File: src/hdl/sia_pkg.sv
// constants and carrier types for the slave identity/address register bank
package sia_pkg;
  // byte offsets
  localparam logic [15:0] SIA_OFS_TYPE = 16'h0000;
  localparam logic [15:0] SIA_OFS_REV = 16'h0001;
  localparam logic [15:0] SIA_OFS_BUILD_LO = 16'h0002;
  localparam logic [15:0] SIA_OFS_BUILD_HI = 16'h0003;
  localparam logic [15:0] SIA_OFS_MAPCNT = 16'h0004;
  localparam logic [15:0] SIA_OFS_BUFCNT = 16'h0005;
  localparam logic [15:0] SIA_OFS_RAMKB = 16'h0006;
  localparam logic [15:0] SIA_OFS_PORTS = 16'h0007;
  localparam logic [15:0] SIA_OFS_FEAT_LO = 16'h0008;
  localparam logic [15:0] SIA_OFS_FEAT_HI = 16'h0009;
  localparam logic [15:0] SIA_OFS_NODE_LO = 16'h0010;
  localparam logic [15:0] SIA_OFS_NODE_HI = 16'h0011;
  localparam logic [15:0] SIA_OFS_ALIAS_LO = 16'h0012;
  localparam logic [15:0] SIA_OFS_ALIAS_HI = 16'h0013;
  localparam logic [15:0] SIA_OFS_UNLOCK = 16'h0020;
  // protected windows
  localparam logic [15:0] SIA_PROT_A_LO = 16'h0000;
  localparam logic [15:0] SIA_PROT_A_HI = 16'h0137;
  localparam logic [15:0] SIA_PROT_B_LO = 16'h013A;
  localparam logic [15:0] SIA_PROT_B_HI = 16'h0F0F;
  // identity values, arbitrary neutral codes
  localparam logic [7:0] SIA_TYPE_VAL = 8'h5A;
  localparam logic [7:0] SIA_REV_VAL = 8'h01;
  localparam logic [15:0] SIA_BUILD_VAL = 16'h0001;
  // capability values
  localparam logic [7:0] SIA_MAPCNT_VAL = 8'h08;
  localparam logic [7:0] SIA_BUFCNT_VAL = 8'h08;
  localparam logic [7:0] SIA_RAMKB_VAL = 8'h10;
  localparam logic [1:0] SIA_PORT_NONE = 2'h0;
  localparam logic [1:0] SIA_PORT_UNCFG = 2'h1;
  localparam logic [1:0] SIA_PORT_DIFF = 2'h2;
  localparam logic [1:0] SIA_PORT_MII = 2'h3;
  localparam int SIA_PORT0_POS = 0;
  localparam int SIA_PORT1_POS = 2;
  // feature bit positions
  localparam int SIA_FB_BYTE_MAP = 0;
  localparam int SIA_FB_DC = 2;
  localparam int SIA_FB_DC64 = 3;
  localparam int SIA_FB_LJ_DIFF = 4;
  localparam int SIA_FB_ELD_DIFF = 5;
  localparam int SIA_FB_ELD_MII = 6;
  localparam int SIA_FB_FCS_SEP = 7;
  localparam int SIA_FB_SYNC_ACT = 8;
  localparam int SIA_FB_NO_LRW = 9;
  localparam int SIA_FB_NO_RW = 10;
  localparam int SIA_FB_FIXED = 11;
  localparam int SIA_ALIAS_EN_BIT = 24;
  localparam logic [15:0] SIA_NODE_RST = 16'h0000;
  localparam logic [15:0] SIA_ALIAS_RST = 16'h0000;

  // one byte access from either agent
  typedef struct packed {
    logic rd;
    logic wr;
    logic [15:0] addr;
    logic [7:0] wdata;
  } sia_req_t;

  typedef enum logic [1:0] {SIA_SRC_NET, SIA_SRC_HOST} sia_src_t;
endpackage

File: src/hdl/sia_alias_load.sv
// first-load-only capture of the alias from configuration memory
module sia_alias_load
  (
  // clock and reset
  input wire logic clk,
  input wire logic rst_b,
  // configuration memory load
  input wire logic cfg_load,
  // result
  output logic take
);
  logic loaded_reg;

  // only a power-on reset clears this, so later reloads are ignored
  assign take = cfg_load && !loaded_reg;

  always_ff @(posedge clk)
  begin
    if (!rst_b)
      loaded_reg <= 1'b0;
    else if (cfg_load)
      loaded_reg <= 1'b1;
  end

  AST_ONE_LOAD: assert property (
    @(posedge clk) disable iff (!rst_b)
    $past(cfg_load) |-> !take)
    else $error("alias loaded twice");
endmodule

File: src/hdl/sia_regs.sv
// identification, node address, alias and write unlock register bank
// Function
// - read-only type code at offset zero
// - read-only revision code at offset one
// - read-only 16-bit build, low byte first
// - mapping channel count reads eight
// - buffer manager count reads eight
// - process ram size reads sixteen kilobytes
// - port descriptor: both ports media-independent, top zero
// - feature bits four and five read zero
// - feature bit seven: separate checksum error counting
// - feature bit eight: enhanced sync-output activation
// - feature bit nine zero: combined command supported
// - feature bit ten zero: read/write commands supported
// - feature bit eleven: fixed or variable configuration
// - node address: network writes, host reads
// - alias: host writes; used when control bit set
// - alias loads only at first configuration load
// - protected writes blocked until unlock in frame
// - protection stays active after the frame
// - protected ranges exclude 0138-0139 and addresses above 0F0F; the unlock register stays writable
module sia_regs
  import sia_pkg::*;
#(
  parameter logic FEAT_BYTE_MAP = 1'b1,
  parameter logic FEAT_DC = 1'b1,
  parameter logic FEAT_DC64 = 1'b1,
  parameter logic FEAT_ELD_MII = 1'b1,
  parameter logic FEAT_FCS_SEP = 1'b1,
  parameter logic FEAT_SYNC_ACT = 1'b1,
  parameter logic FEAT_FIXED = 1'b0
)
(
  // clock and reset
  input wire logic clk,
  input wire logic rst_b,
  // network side access
  input wire sia_pkg::sia_req_t net_req,
  input wire logic net_frame_end,
  output logic [7:0] net_rdata,
  output logic net_wr_done,
  // local host port access
  input wire sia_pkg::sia_req_t host_req,
  output logic [7:0] host_rdata,
  // configuration memory load and link control
  input wire logic cfg_load,
  input wire logic [15:0] cfg_alias,
  input wire logic [31:0] link_ctrl,
  input wire logic prot_en,
  // address matching
  output logic [15:0] node_addr,
  output logic [15:0] match_alias,
  output logic alias_active
);
  import sia_pkg::*;

  logic [15:0] node_reg;
  logic [15:0] node_next;
  logic [15:0] alias_reg;
  logic [15:0] alias_next;
  logic [7:0] net_rdata_reg;
  logic [7:0] host_rdata_reg;
  logic net_done_reg;
  logic [15:0] feat;
  logic [7:0] ports;
  logic wr_allow;
  logic unlocked;
  logic alias_take;
  logic net_wr_ok;

  sia_wr_gate u_gate (
    .clk(clk),
    .rst_b(rst_b),
    .frame_end(net_frame_end),
    .net_wr(net_req.wr),
    .net_addr(net_req.addr),
    .prot_en(prot_en),
    .wr_allow(wr_allow),
    .unlocked(unlocked)
  );

  sia_alias_load u_alias (
    .clk(clk),
    .rst_b(rst_b),
    .cfg_load(cfg_load),
    .take(alias_take)
  );

  always_comb
  begin
    feat = 16'h0000;
    feat[SIA_FB_BYTE_MAP] = FEAT_BYTE_MAP;
    feat[SIA_FB_DC] = FEAT_DC;
    feat[SIA_FB_DC64] = FEAT_DC64;
    feat[SIA_FB_LJ_DIFF] = 1'b0;
    feat[SIA_FB_ELD_DIFF] = 1'b0;
    feat[SIA_FB_ELD_MII] = FEAT_ELD_MII;
    feat[SIA_FB_FCS_SEP] = FEAT_FCS_SEP;
    feat[SIA_FB_SYNC_ACT] = FEAT_SYNC_ACT;
    feat[SIA_FB_NO_LRW] = 1'b0;
    feat[SIA_FB_NO_RW] = 1'b0;
    feat[SIA_FB_FIXED] = FEAT_FIXED;
  end

  always_comb
  begin
    ports = 8'h00;
    ports[SIA_PORT0_POS +: 2] = SIA_PORT_MII;
    ports[SIA_PORT1_POS +: 2] = SIA_PORT_MII;
  end

  // shared read decode; both agents see the same values
  function automatic logic [7:0] rd_byte(input logic [15:0] a,
    input logic [15:0] fe, input logic [7:0] pd,
    input logic [15:0] nd, input logic [15:0] al);
    case (a)
      SIA_OFS_TYPE: rd_byte = SIA_TYPE_VAL;
      SIA_OFS_REV: rd_byte = SIA_REV_VAL;
      SIA_OFS_BUILD_LO: rd_byte = SIA_BUILD_VAL[7:0];
      SIA_OFS_BUILD_HI: rd_byte = SIA_BUILD_VAL[15:8];
      SIA_OFS_MAPCNT: rd_byte = SIA_MAPCNT_VAL;
      SIA_OFS_BUFCNT: rd_byte = SIA_BUFCNT_VAL;
      SIA_OFS_RAMKB: rd_byte = SIA_RAMKB_VAL;
      SIA_OFS_PORTS: rd_byte = pd;
      SIA_OFS_FEAT_LO: rd_byte = fe[7:0];
      SIA_OFS_FEAT_HI: rd_byte = fe[15:8];
      SIA_OFS_NODE_LO: rd_byte = nd[7:0];
      SIA_OFS_NODE_HI: rd_byte = nd[15:8];
      SIA_OFS_ALIAS_LO: rd_byte = al[7:0];
      SIA_OFS_ALIAS_HI: rd_byte = al[15:8];
      // unlock register bits carry no state and read zero
      default: rd_byte = 8'h00;
    endcase
  endfunction

  assign net_wr_ok = net_req.wr && wr_allow;

  always_comb
  begin
    node_next = node_reg;
    if (net_wr_ok && net_req.addr == SIA_OFS_NODE_LO)
      node_next[7:0] = net_req.wdata;
    if (net_wr_ok && net_req.addr == SIA_OFS_NODE_HI)
      node_next[15:8] = net_req.wdata;
  end

  // host write after config load in one cycle: host value wins
  always_comb
  begin
    alias_next = alias_reg;
    if (alias_take)
      alias_next = cfg_alias;
    if (host_req.wr && host_req.addr == SIA_OFS_ALIAS_LO)
      alias_next[7:0] = host_req.wdata;
    if (host_req.wr && host_req.addr == SIA_OFS_ALIAS_HI)
      alias_next[15:8] = host_req.wdata;
  end

  always_ff @(posedge clk)
  begin
    if (!rst_b)
      node_reg <= SIA_NODE_RST;
    else
      node_reg <= node_next;
  end

  always_ff @(posedge clk)
  begin
    if (!rst_b)
      alias_reg <= SIA_ALIAS_RST;
    else
      alias_reg <= alias_next;
  end

  // read data registered, valid the cycle after rd
  always_ff @(posedge clk)
  begin
    if (!rst_b)
      net_rdata_reg <= 8'h00;
    else if (net_req.rd)
      net_rdata_reg <= rd_byte(net_req.addr, feat, ports, node_reg,
        alias_reg);
  end

  always_ff @(posedge clk)
  begin
    if (!rst_b)
      host_rdata_reg <= 8'h00;
    else if (host_req.rd)
      host_rdata_reg <= rd_byte(host_req.addr, feat, ports, node_reg,
        alias_reg);
  end

  always_ff @(posedge clk)
  begin
    if (!rst_b)
      net_done_reg <= 1'b0;
    else
      net_done_reg <= net_wr_ok;
  end

  assign net_rdata = net_rdata_reg;
  assign host_rdata = host_rdata_reg;
  assign net_wr_done = net_done_reg;
  assign node_addr = node_reg;
  assign match_alias = alias_reg;
  assign alias_active = link_ctrl[SIA_ALIAS_EN_BIT];

  AST_TYPE_READ: assert property (
    @(posedge clk) disable iff (!rst_b)
    net_req.rd && net_req.addr == SIA_OFS_TYPE
    |=> net_rdata == SIA_TYPE_VAL)
    else $error("type code wrong");
  AST_TYPE_HOST: assert property (
    @(posedge clk) disable iff (!rst_b)
    host_req.rd && host_req.addr == SIA_OFS_TYPE
    |=> host_rdata == SIA_TYPE_VAL)
    else $error("host type code wrong");
  AST_REV_READ: assert property (
    @(posedge clk) disable iff (!rst_b)
    host_req.rd && host_req.addr == SIA_OFS_REV
    |=> host_rdata == SIA_REV_VAL)
    else $error("revision wrong");
  AST_REV_NET: assert property (
    @(posedge clk) disable iff (!rst_b)
    net_req.rd && net_req.addr == SIA_OFS_REV
    |=> net_rdata == SIA_REV_VAL)
    else $error("network revision wrong");
  AST_BUILD_HI: assert property (
    @(posedge clk) disable iff (!rst_b)
    net_req.rd && net_req.addr == SIA_OFS_BUILD_HI
    |=> net_rdata == SIA_BUILD_VAL[15:8])
    else $error("build high byte wrong");
  AST_BUILD_LO: assert property (
    @(posedge clk) disable iff (!rst_b)
    host_req.rd && host_req.addr == SIA_OFS_BUILD_LO
    |=> host_rdata == SIA_BUILD_VAL[7:0])
    else $error("build low byte wrong");
  AST_MAPCNT: assert property (
    @(posedge clk) disable iff (!rst_b)
    host_req.rd && host_req.addr == SIA_OFS_MAPCNT
    |=> host_rdata == 8'h08)
    else $error("mapping count wrong");
  AST_MAPCNT_NET: assert property (
    @(posedge clk) disable iff (!rst_b)
    net_req.rd && net_req.addr == SIA_OFS_MAPCNT
    |=> net_rdata == 8'h08)
    else $error("network mapping count wrong");
  AST_BUFCNT: assert property (
    @(posedge clk) disable iff (!rst_b)
    net_req.rd && net_req.addr == SIA_OFS_BUFCNT
    |=> net_rdata == 8'h08)
    else $error("buffer count wrong");
  AST_BUFCNT_HOST: assert property (
    @(posedge clk) disable iff (!rst_b)
    host_req.rd && host_req.addr == SIA_OFS_BUFCNT
    |=> host_rdata == 8'h08)
    else $error("host buffer count wrong");
  AST_RAMKB: assert property (
    @(posedge clk) disable iff (!rst_b)
    net_req.rd && net_req.addr == SIA_OFS_RAMKB
    |=> net_rdata == 8'h10)
    else $error("ram size wrong");
  AST_RAMKB_HOST: assert property (
    @(posedge clk) disable iff (!rst_b)
    host_req.rd && host_req.addr == SIA_OFS_RAMKB
    |=> host_rdata == 8'h10)
    else $error("host ram size wrong");
  AST_PORTS: assert property (
    @(posedge clk) disable iff (!rst_b)
    host_req.rd && host_req.addr == SIA_OFS_PORTS
    |=> host_rdata == 8'h0F)
    else $error("port descriptor wrong");
  AST_PORTS_NET: assert property (
    @(posedge clk) disable iff (!rst_b)
    net_req.rd && net_req.addr == SIA_OFS_PORTS
    |=> net_rdata == 8'h0F)
    else $error("network port descriptor wrong");
  AST_FEAT_ZERO: assert property (
    @(posedge clk) disable iff (!rst_b)
    feat[5:4] == 2'h0 && feat[10:9] == 2'h0 && feat[15:12] == 4'h0
    && !feat[1])
    else $error("fixed feature bits wrong");
  AST_FCS_SEP: assert property (
    @(posedge clk) disable iff (!rst_b)
    net_req.rd && net_req.addr == SIA_OFS_FEAT_LO
    |=> net_rdata[7] == FEAT_FCS_SEP)
    else $error("checksum counting bit wrong");
  AST_SYNC_ACT: assert property (
    @(posedge clk) disable iff (!rst_b)
    host_req.rd && host_req.addr == SIA_OFS_FEAT_HI
    |=> host_rdata[0] == FEAT_SYNC_ACT)
    else $error("sync activation bit wrong");
  AST_NO_LRW: assert property (
    @(posedge clk) disable iff (!rst_b)
    net_req.rd && net_req.addr == SIA_OFS_FEAT_HI
    |=> net_rdata[1] == 1'b0)
    else $error("combined command bit wrong");
  AST_NO_RW: assert property (
    @(posedge clk) disable iff (!rst_b)
    host_req.rd && host_req.addr == SIA_OFS_FEAT_HI
    |=> host_rdata[2] == 1'b0)
    else $error("read write command bit wrong");
  AST_FIXED: assert property (
    @(posedge clk) disable iff (!rst_b)
    net_req.rd && net_req.addr == SIA_OFS_FEAT_HI
    |=> net_rdata[3] == FEAT_FIXED)
    else $error("fixed configuration bit wrong");
  AST_NODE_HOST_RO: assert property (
    @(posedge clk) disable iff (!rst_b)
    !net_wr_ok
    |=> $stable(node_reg))
    else $error("node address changed without network write");
  AST_NODE_WRITE: assert property (
    @(posedge clk) disable iff (!rst_b)
    net_wr_ok && net_req.addr == SIA_OFS_NODE_LO
    |=> node_reg[7:0] == $past(net_req.wdata))
    else $error("node address write lost");
  AST_NODE_HOST_READ: assert property (
    @(posedge clk) disable iff (!rst_b)
    host_req.rd && host_req.addr == SIA_OFS_NODE_HI && !net_wr_ok
    |=> host_rdata == node_reg[15:8])
    else $error("host node read wrong");
  AST_ALIAS_NET_RO: assert property (
    @(posedge clk) disable iff (!rst_b)
    !host_req.wr && !alias_take
    |=> $stable(alias_reg))
    else $error("alias changed without host write");
  AST_ALIAS_HOST_WRITE: assert property (
    @(posedge clk) disable iff (!rst_b)
    host_req.wr && host_req.addr == SIA_OFS_ALIAS_LO
    |=> alias_reg[7:0] == $past(host_req.wdata))
    else $error("alias host write lost");
  AST_ALIAS_LOAD: assert property (
    @(posedge clk) disable iff (!rst_b)
    alias_take && !host_req.wr
    |=> alias_reg == $past(cfg_alias))
    else $error("alias load lost");
  AST_PROT_BLOCK: assert property (
    @(posedge clk) disable iff (!rst_b)
    prot_en && !unlocked && net_req.wr && net_req.addr == SIA_OFS_NODE_HI
    |=> !net_wr_done && $stable(node_reg))
    else $error("locked write took effect");
  AST_WR_DONE: assert property (
    @(posedge clk) disable iff (!rst_b)
    net_wr_ok
    |=> net_wr_done)
    else $error("accepted write not reported");
  AST_UNLOCK_READ: assert property (
    @(posedge clk) disable iff (!rst_b)
    net_req.rd && net_req.addr == SIA_OFS_UNLOCK
    |=> net_rdata == 8'h00)
    else $error("unlock register not zero");
endmodule

File: src/hdl/sia_wr_gate.sv
// frame-scoped write unlock for the network side
module sia_wr_gate
  import sia_pkg::*;
(
  // clock and reset
  input wire logic clk,
  input wire logic rst_b,
  // network access
  input wire logic frame_end,
  input wire logic net_wr,
  input wire logic [15:0] net_addr,
  input wire logic prot_en,
  // result
  output logic wr_allow,
  output logic unlocked
);
  import sia_pkg::*;

  logic unlocked_reg;
  logic in_window;

  function automatic logic in_range(input logic [15:0] a,
    input logic [15:0] lo, input logic [15:0] hi);
    in_range = (a >= lo) && (a <= hi);
  endfunction

  // the unlock register itself stays writable
  always_comb
  begin
    in_window = in_range(net_addr, SIA_PROT_A_LO, SIA_PROT_A_HI) ||
      in_range(net_addr, SIA_PROT_B_LO, SIA_PROT_B_HI);
  end

  assign wr_allow = !prot_en || unlocked_reg || !in_window ||
    (net_addr == SIA_OFS_UNLOCK);
  assign unlocked = unlocked_reg;

  // unlock lasts to the end of frame only; protection stays armed
  always_ff @(posedge clk)
  begin
    if (!rst_b)
      unlocked_reg <= 1'b0;
    else if (net_wr && net_addr == SIA_OFS_UNLOCK)
      unlocked_reg <= 1'b1;
    else if (frame_end)
      unlocked_reg <= 1'b0;
  end

  AST_UNLOCK_CLEARS: assert property (
    @(posedge clk) disable iff (!rst_b)
    frame_end && !(net_wr && net_addr == SIA_OFS_UNLOCK) |=> !unlocked_reg)
    else $error("unlock survived frame end");
  AST_BLOCKED: assert property (
    @(posedge clk) disable iff (!rst_b)
    prot_en && !unlocked_reg && net_addr == SIA_OFS_NODE_LO |-> !wr_allow)
    else $error("protected write allowed");
endmodule

File: config.mk
export PLATFORM = sky130hd
export DESIGN_NAME = sia_regs
export DESIGN_NICKNAME = d
export VERILOG_FILES = /design/src/hdl/sia_pkg.sv /design/src/hdl/sia_alias_load.sv /design/src/hdl/sia_regs.sv /design/src/hdl/sia_wr_gate.sv
export SDC_FILE = /design/constraint.sdc
export NUM_CORES = 1
export LEC_CHECK = 0
export BUFFER_PORTS_ARGS = -buffer_cell sky130_fd_sc_hd__buf_2
export CAP_MARGIN = 5
export CORE_AREA = 2 2 92 76
export DETAILED_ROUTE_END_ITERATION = 12
export DIE_AREA = 0 0 94 78
export GPL_ROUTABILITY_DRIVEN = 1
export GPL_TIMING_DRIVEN = 0
export MAX_ROUTING_LAYER = met4
export PLACE_DENSITY = 0.9
export SYNTH_ARGS = -nofsm -noshare
export SYNTH_HDL_FRONTEND = slang
export SYNTH_HIERARCHICAL = 1
export SYNTH_SLANG_ARGS = --single-unit
File: constraint.sdc
create_clock -name clk -period 5.2 [get_ports clk]
set_clock_uncertainty 0.2 [all_clocks]
set_input_delay 0 -clock clk [delete_from_list [all_inputs] [get_ports clk]]
set_output_delay 0 -clock clk [all_outputs]
set_load 0.02 [all_outputs]
==> run_summary.xml, run 1 <==
<?xml version="1.0" encoding="UTF-8"?>
<metrics>
  <group name="status">
    <metric name="run_status" unit="">complete, no violations</metric>
  </group>
  <group name="clock_network">
    <metric name="clock_insertion_delay_worst_skew" unit="ns">0.32</metric>
    <metric name="clock_buffer_count_from_cts" unit="">5</metric>
    <metric name="cts_resized" unit="">0</metric>
    <metric name="cts.clk_slew.worst_paths" unit="ns">0.10</metric>
    <metric name="cts_sinks" unit="">51</metric>
    <metric name="clock_tree.buffer_depth" unit="">2</metric>
    <metric name="cts-hold-fix-buffers" unit="">54</metric>
    <metric name="h-tree-depth" unit="">2</metric>
    <metric name="post_cts.repair.setup_buffers" unit="">0</metric>
    <metric name="cts_root_buffer" unit="">clkbuf_8</metric>
    <metric name="tritoncts_clock_tree" unit="">yes</metric>
  </group>
  <group name="die">
    <metric name="placement_rows" unit="">26</metric>
    <metric name="die_w" unit="um">94</metric>
    <metric name="chipHeight" unit="um">78</metric>
    <metric name="fp.dieArea" unit="um^2">7332</metric>
    <metric name="floorplan.initialDensity" unit="">0.4888</metric>
    <metric name="io_pins" unit="">155</metric>
    <metric name="core-area" unit="um^2">6344</metric>
  </group>
  <group name="hold_path">
    <metric name="hold_path_class" unit="">input port to flop</metric>
    <metric name="timing.hold.worst.start" unit="">prot_en</metric>
    <metric name="timing.hold.worst_endpoint" unit="">net_wr_done</metric>
    <metric name="hold-path-cell-count" unit="">4</metric>
  </group>
  <group name="pwr">
    <metric name="swShare" unit="">0.2994</metric>
    <metric name="comb_power_share" unit="">0.231</metric>
    <metric name="power_switching" unit="mW">0.2533</metric>
    <metric name="power.sequential.fraction" unit="">0.482</metric>
    <metric name="p_leak" unit="nW">2.040</metric>
    <metric name="vdd.ir_drop.worst" unit="V">0.0001590</metric>
    <metric name="clock_group_share_of_total_power" unit="">0.287</metric>
    <metric name="intPower" unit="mW">0.5927</metric>
    <metric name="power_density" unit="nW/um^2">190.4</metric>
  </group>
  <group name="synthesis">
    <metric name="yosys.area_share.xor_xnor" unit="">0.002825</metric>
    <metric name="synth.cell_area" unit="um^2">3100</metric>
    <metric name="synth.distinct_cells" unit="">56</metric>
    <metric name="post_synth_inst_count" unit="">338</metric>
    <metric name="synth-compound-area-share" unit="">0.1957</metric>
    <metric name="synth_enable_flop_cells" unit="">0</metric>
    <metric name="ys_dominant_reg_cell" unit="">dfxtp_1</metric>
    <metric name="synthesized_area_fraction_occupied_by_adder_cells" unit="">0</metric>
    <metric name="largest_family_of_logic_cells_by_synthesized_area" unit="">simple AND/OR/NAND/NOR gates</metric>
    <metric name="syn_area_per_cell" unit="um^2">9.173</metric>
    <metric name="yosysWarnings" unit="">6</metric>
    <metric name="synth-seq-cells" unit="">51</metric>
    <metric name="seq_area_frac_synth" unit="">0.3293</metric>
    <metric name="syn_nets" unit="">443</metric>
    <metric name="ys_async_sr_fraction" unit="">0</metric>
    <metric name="simple_logic_cell_fraction_of_the_synthesized_area" unit="">0.2413</metric>
    <metric name="yosys-mux-area-fraction" unit="">0.1893</metric>
  </group>
  <group name="setup_path">
    <metric name="r2r_slack" unit="ns">2.26</metric>
    <metric name="critical_path.slowest_cell" unit="">buf_1</metric>
    <metric name="critical_setup_path_class" unit="">flop to flop</metric>
    <metric name="timing.critical_path.cells" unit="">nor2b_1, clkbuf_1, buf_1, mux2i_1, nand2_1, dlygate4sd3_1, o211a_1</metric>
    <metric name="cp_top_family" unit="">buffers and inverters</metric>
    <metric name="worst_setup_path_end_kind" unit="">flop</metric>
    <metric name="crit_arrival" unit="ns">2.96</metric>
    <metric name="worstReg2RegStart" unit="">u_alias/loaded_reg</metric>
    <metric name="worstPathBufferInverterCount" unit="">3</metric>
    <metric name="crit_fanout" unit="">10</metric>
    <metric name="crit_path_largest_cell_delay" unit="ns">0.63</metric>
    <metric name="critPathLaunchType" unit="">flop</metric>
    <metric name="r2r.worst_path.cells" unit="">7</metric>
    <metric name="terminus_of_the_critical_flop_to_flop_path" unit="">match_alias[2]</metric>
    <metric name="worst_ep_required_time" unit="ns">5.22</metric>
  </group>
  <group name="timing">
    <metric name="layout_min_cycle_time" unit="ns">2.937</metric>
    <metric name="setup_total_negative_slack" unit="ns">0</metric>
    <metric name="actual_transition_at_the_worst_max_transition_pin" unit="ns">0.7455</metric>
    <metric name="achievable-frequency" unit="MHz">340.5</metric>
    <metric name="setup_violations" unit="">0</metric>
    <metric name="period_share" unit="">0.5647</metric>
    <metric name="rsz0062_at_grt" unit="">false</metric>
    <metric name="hold_viol" unit="">0</metric>
    <metric name="timing_max_transition_violations_final" unit="">0</metric>
    <metric name="maxSlewHeadroom" unit="">0.5030</metric>
  </group>
  <group name="detailed_routing">
    <metric name="post_drt_wl_per_cell" unit="um">18.11</metric>
    <metric name="firstDrtPassIters" unit="">5</metric>
    <metric name="drcViolationCount" unit="">0</metric>
    <metric name="detailroute.via_count" unit="">3655</metric>
    <metric name="drt_wl_total" unit="um">10950</metric>
    <metric name="detail_route.vias_per_cell" unit="">6.041</metric>
    <metric name="number_of_nets_with_antenna_violations_after_routing" unit="">0</metric>
    <metric name="detail_route.iter0.violations" unit="">328</metric>
  </group>
  <group name="grt">
    <metric name="gr-total-overflow" unit="">0</metric>
    <metric name="largest_net_degree_at_the_start_of_global_routing" unit="">18</metric>
    <metric name="via_count_of_the_first_global_routing_pass" unit="">3553</metric>
    <metric name="grt_antenna_before_repair" unit="">0</metric>
    <metric name="global_route_wire_length_before_repair" unit="um">17020</metric>
    <metric name="grt.total_usage" unit="">0.3015</metric>
  </group>
  <group name="final_layout">
    <metric name="final_net_count" unit="">625</metric>
    <metric name="final_layout_size_suffix_gt1_frac" unit="">0.3109</metric>
    <metric name="post-route-util" unit="">0.7006</metric>
    <metric name="antenna-diode-count" unit="">0</metric>
    <metric name="areaGrowthSynthToFinish" unit="%">43.34</metric>
  </group>
  <group name="placed_design">
    <metric name="port_buffers" unit="">121</metric>
    <metric name="gpl.final_weighted_congestion" unit="">0.9281</metric>
    <metric name="detailed_place_hpwl" unit="um">7509</metric>
  </group>
  <group name="run">
    <metric name="max_cap_violations" unit="">0</metric>
  </group>
</metrics>
[logic make-up (layout without fill, tap and decap cells)]
group	after synthesis	after routing
AOI/OAI and AO/OA	79	79
xor gates and xnor gates	1	1
buffers and inverters	30	213
DFF	51	51
muxes	51	51
and+or+nand+nor	126	126
[metal layers]
| metal | track usage | up-vias | routed length, um |
|---|---|---|---|
| met5 | - | - | 0 |
| met4 | 0.1304 | 0 | 367 |
| met3 | 0.06893 | 46 | 1017 |
| met2 | 0.5007 | 244 | 5330 |
| met1 | 0.3488 | 1727 | 4239 |
| li1 | - | 1638 | - |
[worst min-delay path: stages]
cell     delay (ns)
buf_2          0.09
nor2b_1        0.12
nand4_1        0.13
and3_1         0.16
[metrics by stage]
| stage | area [um^2] | worst slack (ns) | power [mW] | instances | hold slack [ns] |
|---|---|---|---|---|---|
| 2_1_floorplan | 3100 | 3.296 | 0.5060 | 338 | -0.08977 |
| 3_3_place_gp | 3811 | 2.977 | 0.5641 | 543 | 0.009102 |
| 3_5_place_dp | 3811 | 2.893 | 0.5701 | 543 | 0.01320 |
| 4_1_cts | 4444 | 2.340 | 0.8389 | 605 | 0.003474 |
| 5_1_grt | 4444 | 2.182 | 0.8714 | 605 | 0.03759 |
| 6_report | 4444 | 2.263 | 0.8460 | 605 | 0.01664 |
[power by group through the flow]
stage	Sequential (mW)	Combinational, mW	Clock (mW)
detailed placement	0.416	0.154	0
global route	0.408	0.208	0.255
finish	0.408	0.195	0.243
floorplan	0.423	0.0826	0
CTS	0.407	0.187	0.245
global placement	0.415	0.149	0
[placed cells by master, fill, tap and decap left out, types with 6 or more instances in the layout]
cell	n
nand2_1	31
buf_2	125
dlygate4sd3_1	54
mux2i_1	35
inv_1	6
a22oi_1	8
a22o_1	9
nor3_1	10
o21ai_0	10
nand4_1	7
nor2_1	11
nor2b_1	25
o211a_1	17
a21oi_1	9
nand3_1	7
nand2b_1	6
clkbuf_1	15
dfxtp_1	51
mux2_2	11
[how the worst max path moves through the flow]
stage                             from              end  slack [ns]  cells past startpoint
CTS                 u_alias/loaded_reg   match_alias[7]        2.34                      7
detailed placement  u_alias/loaded_reg   match_alias[7]        2.89                      6
floorplan           u_alias/loaded_reg  match_alias[14]        3.30                      6
finish              u_alias/loaded_reg   match_alias[2]        2.26                      7
global placement    u_alias/loaded_reg   match_alias[5]        2.98                      6
global route                  cfg_load   match_alias[7]        2.18                      9
[cell type report]
class	instances	area (um^2)
clock inverters	3	23.77
plain buffers	24	106.4
flip-flops and latches	51	1021
repair buffers	175	1146
inverters	6	22.52
clock buffers	5	68.82
multi-input cells	257	1951
fillers	468	1899
well taps	84	105.1
[synth_stat cells (all sizes together), types with 2 or more instances]
| cell type | count | share of area |
|---|---|---|
| o21ai | 11 | 0.018 |
| mux4 | 5 | 0.036 |
| a31oi | 3 | 0.0061 |
| or3 | 2 | 0.0040 |
| nand2b | 6 | 0.012 |
| inv | 6 | 0.0073 |
| or2 | 2 | 0.0040 |
| nor2b | 25 | 0.050 |
| o22ai | 3 | 0.0061 |
| a22o | 9 | 0.025 |
| nor3 | 11 | 0.021 |
| a22oi | 8 | 0.019 |
| o31ai | 3 | 0.0073 |
| mux2 | 11 | 0.040 |
| a32oi | 2 | 0.0057 |
| or4 | 3 | 0.0097 |
| nand4 | 8 | 0.021 |
| clkbuf | 15 | 0.018 |
| nand2 | 31 | 0.038 |
| o32ai | 2 | 0.0057 |
| a21oi | 9 | 0.015 |
| a32o | 2 | 0.0065 |
| nor2 | 12 | 0.015 |
| mux2i | 35 | 0.11 |
| buf | 9 | 0.016 |
| dfxtp | 51 | 0.33 |
| o211a | 17 | 0.055 |
| nor4 | 7 | 0.024 |
| nand3b | 4 | 0.0097 |
| nand3 | 8 | 0.015 |
| a21boi | 2 | 0.0048 |
| and2 | 2 | 0.0040 |
(Power assumes the default switching activity.)
==> run 2: changes to the inputs <==
- ABC_AREA: not set -> 1
- CORE_AREA: 2 2 92 76 -> 2 2 101 83
- DIE_AREA: 0 0 94 78 -> 0 0 103 85
- PLACE_DENSITY: 0.9 -> 0.83
- clock period: 5.2 -> 2.6 ns (I/O delays scaled with it)
==> run_summary.xml, run 2 <==
<?xml version="1.0" encoding="UTF-8"?>
<metrics>
  <group name="timing">
    <metric name="setup_violations" unit="">0</metric>
    <metric name="achievable-frequency" unit="MHz">415.4</metric>
    <metric name="layout_min_cycle_time" unit="ns">2.407</metric>
    <metric name="maxSlewHeadroom" unit="">0.5671</metric>
    <metric name="actual_transition_at_the_worst_max_transition_pin" unit="ns">0.6494</metric>
    <metric name="period_share" unit="">0.9259</metric>
    <metric name="rsz0062_at_grt" unit="">false</metric>
    <metric name="setup_total_negative_slack" unit="ns">0</metric>
    <metric name="timing_max_transition_violations_final" unit="">0</metric>
    <metric name="hold_viol" unit="">0</metric>
  </group>
  <group name="synthesis">
    <metric name="synth_top_area_share" unit="">0.3128</metric>
    <metric name="synth.distinct_cells" unit="">31</metric>
    <metric name="synth.top_cells.by_area" unit="">dfxtp_1, nand3_1, nand2_1</metric>
    <metric name="ys_dominant_reg_cell" unit="">dfxtp_1</metric>
    <metric name="synth_enable_flop_cells" unit="">0</metric>
    <metric name="synth_most_common_cell" unit="">nand2_1</metric>
    <metric name="syn_area_per_cell" unit="um^2">6.230</metric>
    <metric name="ys_async_sr_fraction" unit="">0</metric>
    <metric name="seq_area_frac_synth" unit="">0.3128</metric>
    <metric name="post_synth_inst_count" unit="">524</metric>
    <metric name="synth.cell_area" unit="um^2">3264</metric>
    <metric name="synth-seq-cells" unit="">51</metric>
    <metric name="syn_nets" unit="">629</metric>
    <metric name="synth.top_cells.by_count" unit="">nand2_1, nand3_1, nor2_1</metric>
    <metric name="cell_accounting_for_the_most_synthesized_area" unit="">dfxtp_1</metric>
    <metric name="yosysWarnings" unit="">6</metric>
  </group>
  <group name="clock_network">
    <metric name="cts_sinks" unit="">51</metric>
    <metric name="tritoncts_clock_tree" unit="">yes</metric>
    <metric name="h-tree-depth" unit="">2</metric>
    <metric name="clock_insertion_delay_worst_skew" unit="ns">0.31</metric>
    <metric name="clock_buffer_count_from_cts" unit="">5</metric>
    <metric name="post_cts.repair.setup_buffers" unit="">0</metric>
    <metric name="cts-hold-fix-buffers" unit="">54</metric>
    <metric name="cts_resized" unit="">0</metric>
    <metric name="cts_root_buffer" unit="">clkbuf_8</metric>
    <metric name="clock_tree.buffer_depth" unit="">2</metric>
    <metric name="cts.clk_slew.worst_paths" unit="ns">0.09</metric>
  </group>
  <group name="detailed_routing">
    <metric name="detail_route.vias_per_cell" unit="">5.435</metric>
    <metric name="number_of_nets_with_antenna_violations_after_routing" unit="">0</metric>
    <metric name="firstDrtPassIters" unit="">6</metric>
    <metric name="post_drt_wl_per_cell" unit="um">15.34</metric>
    <metric name="detail_route.iter0.violations" unit="">524</metric>
    <metric name="drcViolationCount" unit="">0</metric>
    <metric name="drt_wl_total" unit="um">12490</metric>
    <metric name="detailroute.via_count" unit="">4424</metric>
  </group>
  <group name="final_layout">
    <metric name="areaGrowthSynthToFinish" unit="%">41.70</metric>
    <metric name="antenna-diode-count" unit="">0</metric>
    <metric name="final_net_count" unit="">810</metric>
    <metric name="final_layout_size_suffix_gt1_frac" unit="">0.2422</metric>
    <metric name="most_frequent_standard_cell_in_the_layout_excluding_fill_and_tap_cells" unit="">buf_2</metric>
    <metric name="final_cell_mix" unit="">buf_2, nand2_1, nand3_1, nor2_1, dlygate4sd3_1</metric>
  </group>
  <group name="setup_path">
    <metric name="critical_setup_path_class" unit="">input port to flop</metric>
    <metric name="crit_path_largest_cell_delay" unit="ns">0.62</metric>
    <metric name="crit_path_frequent_cell" unit="">dlygate4sd3_1</metric>
    <metric name="critical_path.slowest_cell" unit="">dlygate4sd3_1</metric>
    <metric name="worst_ep_required_time" unit="ns">2.62</metric>
    <metric name="cp_top_family" unit="">buffers and inverters</metric>
    <metric name="r2r_slack" unit="ns">0.21</metric>
    <metric name="worst_setup_path_end_kind" unit="">flop</metric>
    <metric name="crit_arrival" unit="ns">2.43</metric>
    <metric name="timing.critical_path.cells" unit="">dlygate4sd3_1, buf_2, inv_1, nor2_1, clkbuf_1, nand3_1, dlygate4sd3_1, a31oi_1</metric>
    <metric name="worstPathBufferInverterCount" unit="">5</metric>
    <metric name="crit_fanout" unit="">10</metric>
    <metric name="critPathLaunchType" unit="">input port</metric>
  </group>
  <group name="die">
    <metric name="fp.dieArea" unit="um^2">8755</metric>
    <metric name="die_w" unit="um">103</metric>
    <metric name="floorplan.initialDensity" unit="">0.4204</metric>
    <metric name="core-area" unit="um^2">7765</metric>
    <metric name="placement_rows" unit="">29</metric>
    <metric name="io_pins" unit="">155</metric>
    <metric name="chipHeight" unit="um">85</metric>
  </group>
  <group name="grt">
    <metric name="gr-total-overflow" unit="">0</metric>
    <metric name="largest_net_degree_at_the_start_of_global_routing" unit="">16</metric>
    <metric name="grt.total_usage" unit="">0.2916</metric>
    <metric name="grt_antenna_before_repair" unit="">0</metric>
    <metric name="global_route_wire_length_before_repair" unit="um">19860</metric>
    <metric name="via_count_of_the_first_global_routing_pass" unit="">4063</metric>
  </group>
  <group name="pwr">
    <metric name="power_density" unit="nW/um^2">339.7</metric>
    <metric name="finalPower" unit="mW">1.571</metric>
    <metric name="vdd.ir_drop.worst" unit="V">0.0001994</metric>
    <metric name="p_leak" unit="nW">2.187</metric>
  </group>
  <group name="placed_design">
    <metric name="detailed_place_hpwl" unit="um">8708</metric>
    <metric name="gpl.final_weighted_congestion" unit="">0.9917</metric>
    <metric name="port_buffers" unit="">120</metric>
  </group>
  <group name="status">
    <metric name="run_status" unit="">complete, no violations</metric>
  </group>
  <group name="run">
    <metric name="max_cap_violations" unit="">0</metric>
  </group>
  <group name="hold_path">
    <metric name="hold_path_class" unit="">input port to output pin</metric>
  </group>
</metrics>
run 2: changes by cell type after synthesis, sizes merged, moves of 10 or more:
cell,before,now
a21oi,9,40
inv,6,53
mux2,11,0
mux2i,35,0
nand2,31,116
nand3,8,99
nor2,12,86
nor2b,25,0
nor3,11,1
o211a,17,0
o21ai,11,28
run 2: metal layers:
metal | track usage | routed length (um) | part of all wire
met5 | - | 0 | 0
met4 | 0.1041 | 399 | 0.032
met3 | 0.05025 | 1336 | 0.11
met2 | 0.4469 | 5639 | 0.45
met1 | 0.3865 | 5111 | 0.41
run 2: worst paths after layout:
check | startpoint | to | depth (start not counted)
max | cfg_load | match_alias[2] | 8
min | link_ctrl[24] | alias_active | 2
min reg2reg | net_rdata[7] | net_rdata[7] | 2
max reg2reg | u_alias/loaded_reg | match_alias[2] | 5
run 2: cell type report:
type	count	area [um^2]
clock inverters	2	12.51
inverters	56	214.0
flip-flops and latches	51	1021
plain buffers	22	118.9
well taps	108	135.1
fillers	735	3139
clock buffers	6	72.57
repair buffers	174	1141
multi-input cells	395	1911
run 2: metrics by stage:
| step | utilization | cell area, um^2 | setup slack (ns) | instances | hold WS [ns] |
|---|---|---|---|---|---|
| floorplan | - | 3264 | 1.177 | 524 | -0.08778 |
| global placement | 0.5151 | 4000 | 0.8893 | 752 | 0.01907 |
| detailed placement | 0.5151 | 4000 | 0.7922 | 752 | 0.02084 |
| CTS | 0.5957 | 4626 | 0.3865 | 814 | 0.02064 |
| global route | 0.5957 | 4626 | 0.1339 | 814 | 0.03064 |
| finish | 0.5957 | 4626 | 0.1927 | 814 | 0.01858 |
run 2: report_power, final:
group	total [mW]	internal, mW	switching (mW)
clock	0.452	0.189	0.263
combinational	0.305	0.140	0.165
sequential	0.814	0.797	0.0174
total	1.57	1.13	0.446
run 2: cells by family (layout without fill, tap and decap cells):
group	Yosys count	count (layout)	share of synthesized area
and+or+nand+nor	309	309	0.4377
DFF	51	51	0.3128
buffers and inverters	78	260	0.1020
AOI/OAI and AO/OA	86	86	0.1476
